## config.mk

```make
export PLATFORM = sky130hd
export DESIGN_NAME = fault_status_register_bank
export DESIGN_NICKNAME = d
export VERILOG_FILES = /design/src/core/fault_status_pkg.sv /design/src/core/fault_status_register_bank.sv /design/src/core/spi_frame_port.sv
export VERILOG_INCLUDE_DIRS = /design/src /design/src/core
export SDC_FILE = /design/constraint.sdc
export NUM_CORES = 1
export LEC_CHECK = 0
export BUFFER_PORTS_ARGS = -buffer_cell sky130_fd_sc_hd__buf_2
export CAP_MARGIN = 10
export CORE_ASPECT_RATIO = 0.5
export CORE_MARGIN = 2
export CORE_UTILIZATION = 50
export CTS_BUF_LIST = sky130_fd_sc_hd__clkbuf_8
export DETAILED_ROUTE_END_ITERATION = 8
export PLACE_DENSITY = 0.69
export SLEW_MARGIN = 40
export SYNTH_ARGS = -nofsm -noshare
export SYNTH_HDL_FRONTEND = slang
export SYNTH_SLANG_ARGS = --single-unit
```

## constraint.sdc

```tcl
create_clock -name core_clk -period 5.05 [get_ports core_clk]
set_input_delay 1.01 -clock core_clk [delete_from_list [all_inputs] [get_ports core_clk]]
set_output_delay 1.01 -clock core_clk [all_outputs]
set_load 0.005 [all_outputs]
```

## src/core/fault_status_consts.svh

```systemverilog
// Register offsets, field positions, reset values and timing figures
// for the fault status register bank. Definitions only.
`ifndef FAULT_STATUS_CONSTS_SVH
`define FAULT_STATUS_CONSTS_SVH

// Register addresses, 7-bit serial address space
`define ADDR_THERMAL_FLAGS      7'h42
`define ADDR_DEVICE_HISTORY     7'h43
`define ADDR_BUS_FAULT_FIRST    7'h44

// Reset values after power-on or soft reset
`define RESET_THERMAL_FLAGS     3'h0
`define RESET_BYTE              8'h00

// Thermal flag positions
`define BIT_PREWARNING          0
`define BIT_SHUTDOWN_ONE        1
`define BIT_SHUTDOWN_TWO        2

// Device history field positions
`define BIT_FAIL_OUTPUTS        0
`define BIT_INVALID_COMMAND     1
`define BIT_FAILSAFE_PATTERN    4
`define BIT_RESET_STUCK_HIGH    5

// Watchdog failure counter ceiling, code 3 is never reached
`define WATCHDOG_COUNT_MAX      2'h2

// Serial frame shape
`define FRAME_BITS              5'h10
`define ADDRESS_BITS            5'h08

// Transmitter enable time and core clock period in ns
`define TX_ENABLE_TIME_NS       10000
`define CORE_CLK_PERIOD_NS      25
`define TX_ENABLE_CYCLES        ((`TX_ENABLE_TIME_NS + `CORE_CLK_PERIOD_NS - 1) / `CORE_CLK_PERIOD_NS)

`endif

```

## src/core/fault_status_pkg.sv

```systemverilog
// Types shared by the fault status register bank and its serial port.
// Assumes the constants header is compiled alongside.
package fault_status_pkg;

	// Transceiver operating mode as seen from the mode controller
	typedef enum logic [1:0] {
		XCVR_OFF     = 2'b00,
		XCVR_NORMAL  = 2'b01,
		XCVR_RX_ONLY = 2'b10,
		XCVR_WAKE    = 2'b11
	} xcvr_mode_t;

	// Transceiver fault code as stored in the bus fault register
	typedef enum logic [1:0] {
		FAULT_NONE    = 2'b00,
		FAULT_THERMAL = 2'b01,
		FAULT_TXD_DOM = 2'b10,
		FAULT_BUS_DOM = 2'b11
	} fault_code_t;

	// Cause of the last restart
	typedef enum logic [1:0] {
		CAUSE_CLEARED = 2'b00,
		CAUSE_FAILURE = 2'b01,
		CAUSE_SLEEP   = 2'b10,
		CAUSE_UNUSED  = 2'b11
	} restart_cause_t;

	// Transmitter path state
	typedef enum logic [1:0] {
		TX_RUN     = 2'b00,
		TX_BLOCKED = 2'b01,
		TX_SETTLE  = 2'b10
	} tx_state_t;

endpackage

```

## src/core/fault_status_register_bank.sv

```systemverilog
// Read-and-clear fault status registers with transceiver fault handling.
// Assumes event inputs are core_clk pulses from on-chip monitors; pin
// inputs (serial port, transmit data) are asynchronous and synchronised.
`timescale 1ns/1ps
`default_nettype none
`include "fault_status_consts.svh"

module fault_status_register_bank
	import fault_status_pkg::*;
#(
	parameter int TX_ENABLE_CYCLES = `TX_ENABLE_CYCLES
)(
	// Clock and reset
	input  wire logic       core_clk,
	input  wire logic       nrst,
	// Serial pins
	input  wire logic       spiCsN,
	input  wire logic       spiClk,
	input  wire logic       spiDi,
	output logic            spiDo,
	output logic            spiDoOe,
	// Thermal monitors
	input  wire logic       prewarnEvent,
	input  wire logic       tsdStageOneEvent,
	input  wire logic       tsdStageTwoEvent,
	// Supervisor events
	input  wire logic       restartEntry,
	input  wire logic       watchdogFailEvent,
	input  wire logic       watchdogTriggerOk,
	input  wire logic       mainUndervoltageEvent,
	input  wire logic       mainOvervoltageEvent,
	input  wire logic       mainOvervoltageRestartEn,
	input  wire logic       sleepWakeEvent,
	input  wire logic       failsafeWakeEvent,
	input  wire logic       resetPinStuckHigh,
	input  wire logic       failsafeInputPatternError,
	input  wire logic       failOutputsActive,
	// Transceivers, index 0 is LIN, index 1 is CAN
	input  wire logic [1:0] linMode,
	input  wire logic [1:0] canMode,
	input  wire logic [1:0] txdPin,
	input  wire logic [1:0] xcvrThermal,
	input  wire logic [1:0] txdTimeoutEvent,
	input  wire logic [1:0] busDominantEvent,
	input  wire logic [1:0] busRecessive,
	input  wire logic       canSupplyLow,
	input  wire logic       canWakePatternSeen,
	// Status outputs
	output logic            failsafeModeRequest,
	output logic      [1:0] txEnable,
	output logic      [1:0] watchdogFailureCount
);

	logic [6:0]        frameAddr;
	logic              frameClear, frameDone, frameOk;
	logic [7:0]        readData;
	logic [2:0]        thermFlags, next_thermFlags;
	logic [7:0]        devFlags, next_devFlags;
	fault_code_t       linCode, next_linCode, canCode, next_canCode;
	logic              canUvFlag, next_canUvFlag, next_failsafeModeRequest;
	logic [1:0]        txdS1, txdS2;
	logic [1:0]        thermPrev;
	fault_code_t       eventCode [2];
	xcvr_mode_t        modeOf [2];
	logic              uvComparatorOn, uvNow;
	logic              thermClear, devClear, busClear, failureEvent;

	spi_frame_port u_port (
		.core_clk   (core_clk),
		.nrst       (nrst),
		.spiCsN     (spiCsN),
		.spiClk     (spiClk),
		.spiDi      (spiDi),
		.spiDo      (spiDo),
		.spiDoOe    (spiDoOe),
		.readData   (readData),
		.frameAddr  (frameAddr),
		.frameClear (frameClear),
		.frameDone  (frameDone),
		.frameOk    (frameOk)
	);

	assign thermClear = frameDone && frameOk && frameClear && (frameAddr == `ADDR_THERMAL_FLAGS);
	assign devClear   = frameDone && frameOk && frameClear && (frameAddr == `ADDR_DEVICE_HISTORY);
	assign busClear   = frameDone && frameOk && frameClear && (frameAddr == `ADDR_BUS_FAULT_FIRST);

	// upper thermal bits forced to zero
	always_comb begin
		unique case (frameAddr)
			`ADDR_THERMAL_FLAGS:   readData = {5'h00, thermFlags};
			`ADDR_DEVICE_HISTORY:  readData = devFlags;
			`ADDR_BUS_FAULT_FIRST: readData = {1'b0, linCode, 2'b00, canCode, canUvFlag};
			default:               readData = `RESET_BYTE;
		endcase
	end

	assign modeOf[0] = xcvr_mode_t'(linMode);
	assign modeOf[1] = xcvr_mode_t'(canMode);

	assign uvComparatorOn = (modeOf[1] == XCVR_NORMAL) || (modeOf[1] == XCVR_RX_ONLY) ||
		((modeOf[1] == XCVR_WAKE) && canWakePatternSeen);
	// undervoltage lasts only while supply is low
	assign uvNow = uvComparatorOn && canSupplyLow;

	// failure causes, overvoltage only when enabled
	assign failureEvent = watchdogFailEvent || tsdStageTwoEvent || mainUndervoltageEvent ||
		(mainOvervoltageEvent && mainOvervoltageRestartEn);

	// Per-transceiver fault tracking and transmitter release
	genvar g;
	generate
		for (g = 0; g < 2; g++) begin : gen_xcvr
			logic      txdHeld, next_txdHeld, busHeld, next_busHeld, faultNow;
			tx_state_t txState, next_txState;
			logic [15:0] settleCount, next_settleCount;
			logic      quiet;

			// Wake-capable or off also ends the timeouts
			assign quiet = (modeOf[g] == XCVR_WAKE) || (modeOf[g] == XCVR_OFF);
			assign faultNow = xcvrThermal[g] || txdHeld || busHeld || ((g == 1) && uvNow);
			assign eventCode[g] = (xcvrThermal[g] && !thermPrev[g]) ? FAULT_THERMAL :
				busDominantEvent[g] ? FAULT_BUS_DOM :
				txdTimeoutEvent[g] ? FAULT_TXD_DOM : FAULT_NONE;

			always_comb begin
				next_txdHeld     = txdHeld;
				next_busHeld     = busHeld;
				next_txState     = txState;
				next_settleCount = settleCount;
				if (txdTimeoutEvent[g]) begin
					next_txdHeld = 1'b1;
				end else if (txdS2[g] || quiet) begin
					next_txdHeld = 1'b0;
				end
				if (busDominantEvent[g]) begin
					next_busHeld = 1'b1;
				end else if (busRecessive[g] || quiet) begin
					next_busHeld = 1'b0;
				end
				unique case (txState)
					TX_RUN: begin
						if (faultNow) begin
							next_txState = TX_BLOCKED;
						end
					end
					TX_BLOCKED: begin
						next_settleCount = 16'h0000;
						if (!faultNow) begin
							next_txState = TX_SETTLE;
						end
					end
					TX_SETTLE: begin
						if (faultNow) begin
							next_txState = TX_BLOCKED;
						end else if (!txdS2[g]) begin
							next_settleCount = 16'h0000;
						end else if (settleCount == 16'(TX_ENABLE_CYCLES - 1)) begin
							next_txState = TX_RUN;
						end else begin
							next_settleCount = settleCount + 16'h0001;
						end
					end
					default: next_txState = TX_BLOCKED;
				endcase
			end

			always_ff @(posedge core_clk) begin
				if (!nrst) begin
					txdHeld     <= 1'b0;
					busHeld     <= 1'b0;
					txState     <= TX_SETTLE;
					settleCount <= 16'h0000;
				end else begin
					txdHeld     <= next_txdHeld;
					busHeld     <= next_busHeld;
					txState     <= next_txState;
					settleCount <= next_settleCount;
				end
			end

			assign txEnable[g] = (txState == TX_RUN) && !faultNow;
		end
	endgenerate

	// Status registers: clear first, then sets, so a set wins
	always_comb begin
		next_thermFlags = thermFlags;
		next_devFlags   = devFlags;
		next_linCode    = linCode;
		next_canCode    = canCode;
		next_canUvFlag  = canUvFlag;
		if (thermClear) begin
			next_thermFlags = `RESET_THERMAL_FLAGS;
		end
		if (devClear) begin
			next_devFlags = {2'b00, 2'b00, devFlags[3:2], 2'b00};
		end
		if (busClear) begin
			next_linCode   = FAULT_NONE;
			next_canCode   = FAULT_NONE;
			next_canUvFlag = 1'b0;
		end
		if (tsdStageTwoEvent) next_thermFlags[`BIT_SHUTDOWN_TWO] = 1'b1;
		if (tsdStageOneEvent || eventCode[0] == FAULT_THERMAL || eventCode[1] == FAULT_THERMAL) begin
			next_thermFlags[`BIT_SHUTDOWN_ONE] = 1'b1;
		end
		if (prewarnEvent) next_thermFlags[`BIT_PREWARNING] = 1'b1;
		// restart cause, failure ranks above sleep wake
		if (failureEvent || failsafeWakeEvent) begin
			next_devFlags[7:6] = CAUSE_FAILURE;
		end else if (sleepWakeEvent) begin
			next_devFlags[7:6] = CAUSE_SLEEP;
		end
		if (resetPinStuckHigh) next_devFlags[`BIT_RESET_STUCK_HIGH] = 1'b1;
		if (failsafeInputPatternError) next_devFlags[`BIT_FAILSAFE_PATTERN] = 1'b1;
		if (watchdogTriggerOk) begin
			next_devFlags[3:2] = 2'b00;
		end else if (watchdogFailEvent && devFlags[3:2] != `WATCHDOG_COUNT_MAX) begin
			next_devFlags[3:2] = devFlags[3:2] + 2'b01;
		end
		// invalid frame flagged, only host clears
		if (frameDone && !frameOk) next_devFlags[`BIT_INVALID_COMMAND] = 1'b1;
		if (failOutputsActive) next_devFlags[`BIT_FAIL_OUTPUTS] = 1'b1;
		if (eventCode[0] != FAULT_NONE) next_linCode = eventCode[0];
		if (eventCode[1] != FAULT_NONE) next_canCode = eventCode[1];
		if (uvNow) next_canUvFlag = 1'b1;
		next_failsafeModeRequest = tsdStageTwoEvent;
	end

	// reset clears flags, codes and request, presets transmit data sync to ones; restart keeps stored flags
	always_ff @(posedge core_clk) begin
		if (!nrst) begin
			thermFlags          <= `RESET_THERMAL_FLAGS;
			devFlags            <= `RESET_BYTE;
			linCode             <= FAULT_NONE;
			canCode             <= FAULT_NONE;
			canUvFlag           <= 1'b0;
			failsafeModeRequest <= 1'b0;
			txdS1               <= 2'b11;
			txdS2               <= 2'b11;
			thermPrev           <= 2'b00;
		end else begin
			thermFlags          <= next_thermFlags;
			devFlags            <= next_devFlags;
			linCode             <= next_linCode;
			canCode             <= next_canCode;
			canUvFlag           <= next_canUvFlag;
			failsafeModeRequest <= next_failsafeModeRequest;
			txdS1               <= txdPin;
			txdS2               <= txdS1;
			thermPrev           <= xcvrThermal;
		end
	end

	assign watchdogFailureCount = devFlags[3:2];
endmodule
`default_nettype wire

```

## src/core/spi_frame_port.sv

```systemverilog
// Serial slave for 16-bit frames: address in bits 0..6, access mode in
// bit 7, data in bits 8..15, least significant bit first.
// Assumes clock idles low; data sampled on rising, driven on falling edge.
// All input pins are asynchronous to core_clk and are synchronised here.
`timescale 1ns/1ps
`default_nettype none
`include "fault_status_consts.svh"

module spi_frame_port
	import fault_status_pkg::*;
(
	// Core clock and reset
	input  wire logic       core_clk,
	input  wire logic       nrst,
	// Serial pins
	input  wire logic       spiCsN,
	input  wire logic       spiClk,
	input  wire logic       spiDi,
	output logic            spiDo,
	output logic            spiDoOe,
	// Register side
	input  wire logic [7:0] readData,
	output logic      [6:0] frameAddr,
	output logic            frameClear,
	output logic            frameDone,
	output logic            frameOk
);

	logic       csnS1, csnS2, csnS3, clkS1, clkS2, clkS3, diS1, diS2;
	logic [7:0] shiftIn, next_shiftIn, shiftOut, next_shiftOut;
	logic [4:0] bitCount, next_bitCount;
	logic [6:0] next_frameAddr;
	logic       next_frameClear, loadPending, next_loadPending, doReg, next_doReg;
	logic       sclkRise, sclkFall, frameStart, frameEnd;

	// Edge detection on second and third stages only
	assign sclkRise   = clkS2 & ~clkS3 & ~csnS2;
	assign sclkFall   = ~clkS2 & clkS3 & ~csnS2;
	assign frameStart = ~csnS2 & csnS3;
	assign frameEnd   = csnS2 & ~csnS3;

	// Shift, count and answer path
	always_comb begin
		next_shiftIn     = shiftIn;
		next_shiftOut    = shiftOut;
		next_bitCount    = bitCount;
		next_frameAddr   = frameAddr;
		next_frameClear  = frameClear;
		next_loadPending = 1'b0;
		next_doReg       = doReg;
		if (frameStart) begin
			next_bitCount = 5'h00;
			next_doReg    = 1'b0;
		end
		if (sclkRise) begin
			next_shiftIn = {diS2, shiftIn[7:1]};
			if (bitCount != 5'h1F) begin
				next_bitCount = bitCount + 5'h01;
			end
			// Address complete after eighth bit
			if (bitCount == `ADDRESS_BITS - 5'h01) begin
				next_frameAddr   = shiftIn[7:1];
				next_frameClear  = diS2;
				next_loadPending = 1'b1;
			end
		end
		// Register mux settles one cycle after the address
		if (loadPending) begin
			next_shiftOut = readData;
		end
		if (sclkFall) begin
			if (bitCount >= `ADDRESS_BITS) begin
				next_doReg    = shiftOut[0];
				next_shiftOut = {1'b0, shiftOut[7:1]};
			end else begin
				next_doReg = 1'b0;
			end
		end
	end

	always_ff @(posedge core_clk) begin
		if (!nrst) begin
			csnS1      <= 1'b1;
			csnS2      <= 1'b1;
			csnS3      <= 1'b1;
			clkS1      <= 1'b0;
			clkS2      <= 1'b0;
			clkS3      <= 1'b0;
			diS1       <= 1'b0;
			diS2       <= 1'b0;
			shiftIn    <= `RESET_BYTE;
			shiftOut   <= `RESET_BYTE;
			bitCount   <= 5'h00;
			frameAddr  <= 7'h00;
			frameClear <= 1'b0;
			loadPending <= 1'b0;
			doReg      <= 1'b0;
			frameDone  <= 1'b0;
			frameOk    <= 1'b0;
		end else begin
			csnS1      <= spiCsN;
			csnS2      <= csnS1;
			csnS3      <= csnS2;
			clkS1      <= spiClk;
			clkS2      <= clkS1;
			clkS3      <= clkS2;
			diS1       <= spiDi;
			diS2       <= diS1;
			shiftIn    <= next_shiftIn;
			shiftOut   <= next_shiftOut;
			bitCount   <= next_bitCount;
			frameAddr  <= next_frameAddr;
			frameClear <= next_frameClear;
			loadPending <= next_loadPending;
			doReg      <= next_doReg;
			frameDone  <= frameEnd;
			frameOk    <= frameEnd && (bitCount == `FRAME_BITS);
		end
	end

	// Pin driven only while selected
	assign spiDo   = doReg;
	assign spiDoOe = ~csnS2;

endmodule
`default_nettype wire

```

==> key figures <==
Clock tree
  • CTS Buf Count: 9
  • CTS H-tree depth: 3
  • CTS tree: yes
  • Clk root buf: clkbuf_8
  • # hold bufs at CTS: 0
  • Clock Path Buffers: 2
  • Worst-Skew Late Latency: 0.37 ns
  • CTS sink count: 103
  • Post-CTS sizing: 0
  • Setup Fix Bufs, Post-CTS: 0
  • Clock transition at path regs: 0.09 ns

Global route
  • Largest net degree at the start of global routing: 50
  • First-pass GRT wire length: 15.9 mm
  • Total congestion overflow: 0
  • Initial antenna violation count: 0
  • Vias in the first global route: 3,377
  • Tot GR Track Use: 0.194

Synthesis
  • Post-synth EDFFs: 0
  • Sequential fraction of the synthesis area: 0.450
  • Synth Flop Type: dfxtp_1
  • Cells after Synth: 521
  • #FFs+latches synth: 103
  • Share of synthesized registers carrying an async set or reset: 0
  • Netlist cell types: 60
  • Top cell type's share of synthesized area: 0.450
  • Syn_area_per_cell: 8.79 um^2
  • Netlist Area Pre-Place: 4580 um^2
  • Synth warnings: 0
  • Area leader, netlist: dfxtp_1
  • Ranking of synthesized cells by area: dfxtp_1 45%, nor2_1 5.1%, mux2i_1 5.0%
  • Syn Nets: 563

Detailed routing
  • Initial DRC count: 300
  • WL/cell: 13.6 um
  • Via count: 3,739
  • Drt pass-1 iters: 4
  • Final wirelength: 9.20 mm
  • Routed Antenna Nets: 0
  • DRC violations left: 0
  • Via-per-instance ratio: 5.54

Floorplanning
  • Rows: 24
  • Die Ht: 71.7 um
  • Io pins: 42
  • Die Width: 139 um
  • CORE AREA: 8800 um^2
  • Die ar.: 9990 um^2
  • Starting Density: 0.521

Placement
  • PortBufs: 40
  • Final HPWL from detailed placement: 6.46 mm
  • Placer congestion estimate: 0.797

Power and ir drop
  • VDD IR max: 0.161 mV
  • Leakage: 1.93 nW
  • Power per standard cell area: 286 nW/um^2
  • Power Total: 1.44 mW

Layout
  • Fraction of layout instances using a drive strength above 1: 0.138
  • Area Overhead vs Synth: 10.0%
  • Fin nets: 595
  • Diodes inserted: 0

Hold path
  • Worst hold path class: flip-flop to flip-flop

STA
  • Clock Skew: 0.0143 ns
  • Final hold vios: 0
  • RSZ-0062 raised after global routing: no
  • # setup viols final: 0
  • Min Tclk post-route: 3.26 ns
  • Setup TNS: 0 ns
  • Fmax: 307 MHz
  • Worst Tran Pin Value: 0.614 ns
  • Worst rel slew slack: 0.591
  • Tcrit/Tclk final: 0.645
  • Fin. max-slew vios: 0

Job
  • Max-Cap Viols: 0

Setup path
  • Element type at the critical path end: output port
  • Slowest stage cell, crit path: ha_1
  • R2r setup slk: 3.00 ns
  • Cell repeated most along the worst path: buf_2
  • Crit path launch type: input port
  • Max stage delay on crit path: 0.33 ns
  • Critical-path cell list: buf_2 > ha_1 > a21o_1 > a21oi_4 > nor3b_1 > buf_2
  • Critical Path RT: 4.04 ns
  • WP data arrival: 2.25 ns
  • Worst Path Max Fanout: 6
  • WS Path Type: input port to output port

Run status
  • Status: complete, no violations
[stage by stage]
step	area (um^2)	setup WS, ns	hold slack [ns]	util	std cells
global placement	4850	1.80	0.390	0.551	658
CTS	5040	1.78	0.421	0.573	675
detailed placement	4850	1.78	0.397	0.552	659
floorplan	4580	2.06	0.386	-	521
global route	5040	1.67	0.432	0.573	675
finish	5040	1.79	0.415	0.573	675
[worst max-delay path, delay by kind of cell]
kind / cells / cell delay, ns
buffers and inverters: 2 / 0.24
adder cells (fa/ha/maj): 1 / 0.33
AND/OR/NAND/NOR: 1 / 0.20
AO/OA/AOI/OAI: 2 / 0.48
[cell type report]
| type | count | area [um^2] |
|---|---|---|
| well taps | 117 | 146 |
| flip-flops and latches | 103 | 2060 |
| clock inverters | 5 | 33.8 |
| fillers | 821 | 3760 |
| multi-input cells | 375 | 2350 |
| repair buffers | 44 | 228 |
| clock buffers | 11 | 151 |
| inverters | 20 | 75.1 |
[layout by cell type, fill, tap and decap left out, drive strengths merged, types with 2 or more instances in the layout]
cell	n
nand2b	18
nor2b	11
or3	11
a31oi	10
a21boi	3
and3	4
a211oi	8
clkinv	2
xor2	2
ha	7
nand2	34
a21oi	40
a2111oi	2
dfxtp	103
or4	4
nor4b	2
and2	10
a22o	2
o21ai	18
clkbuf	11
o31a	2
a311oi	4
and4	4
o22ai	3
buf	44
mux2i	23
nor3b	4
nor2	62
o211ai	3
nor4	6
a21o	4
inv	23
or2	4
nor3	16
xnor2	10
nand4	8
nand3	24
[where the power goes]
part | internal, mW | leakage (nW) | switching (mW)
clock network | 0.207 | 0.103 | 0.279
registers | 0.834 | 0.840 | 0.0162
logic | 0.0442 | 0.986 | 0.0626
total | 1.08 | 1.93 | 0.357
[layer usage]
layer | up-vias | track usage | part of all wire
li1 | 1919 | - | -
met2 | 44 | 0.310 | 0.45
met1 | 1768 | 0.264 | 0.51
met4 | 0 | 0.0449 | 0.0063
met5 | - | 0 | 0
met3 | 8 | 0.0541 | 0.035
[state kept, by name, indices dropped and copies added, names as in the netlist, 2 cells and up]
| register | count |
|---|---|
| thermPrev | 2 |
| u_port.frameAddr | 7 |
| u_port.shiftOut | 8 |
| gen_xcvr.busHeld | 2 |
| gen_xcvr.settleCount | 32 |
| devFlags | 8 |
| u_port.bitCount | 5 |
| gen_xcvr.txState | 4 |
| txdS2 | 2 |
| canCode | 2 |
| linCode | 2 |
| txdS1 | 2 |
| thermFlags | 3 |
| gen_xcvr.txdHeld | 2 |
| u_port.shiftIn | 7 |
[worst paths after layout]
kind / start / end / depth (start not counted)
worst min register to register: u_port.csnS1 / u_port.csnS2 / 1
worst max register to register: gen_xcvr[1].txState[1] / gen_xcvr[1].settleCount[5] / 5
worst max-delay path: canMode[0] / txEnable[1] / 6
worst min-delay path: u_port.csnS1 / u_port.csnS2 / 1
[Yosys cell counts (5+ instances only)]
cell,count
a211oi_1,8
a21oi_1,37
a31oi_1,8
and2_1,10
clkbuf_1,13
dfxtp_1,103
ha_1,7
inv_1,20
mux2i_1,23
nand2_1,34
nand2b_1,17
nand3_1,24
nand4_1,8
nor2_1,62
nor2b_1,11
nor3_1,14
nor4_1,5
o21ai_0,18
or3_1,10
xnor2_1,10
[cell families after synthesis]
logic type | after synthesis | synth area share
buffers and inverters | 43 | 0.0388
AOI/OAI and AO/OA | 108 | 0.158
DFF | 103 | 0.450
adders and majority gates | 7 | 0.0191
xor gates and xnor gates | 12 | 0.0229
muxes | 23 | 0.0502
and+or+nand+nor | 225 | 0.261
Note: power is estimated with default switching activity, not from simulation.
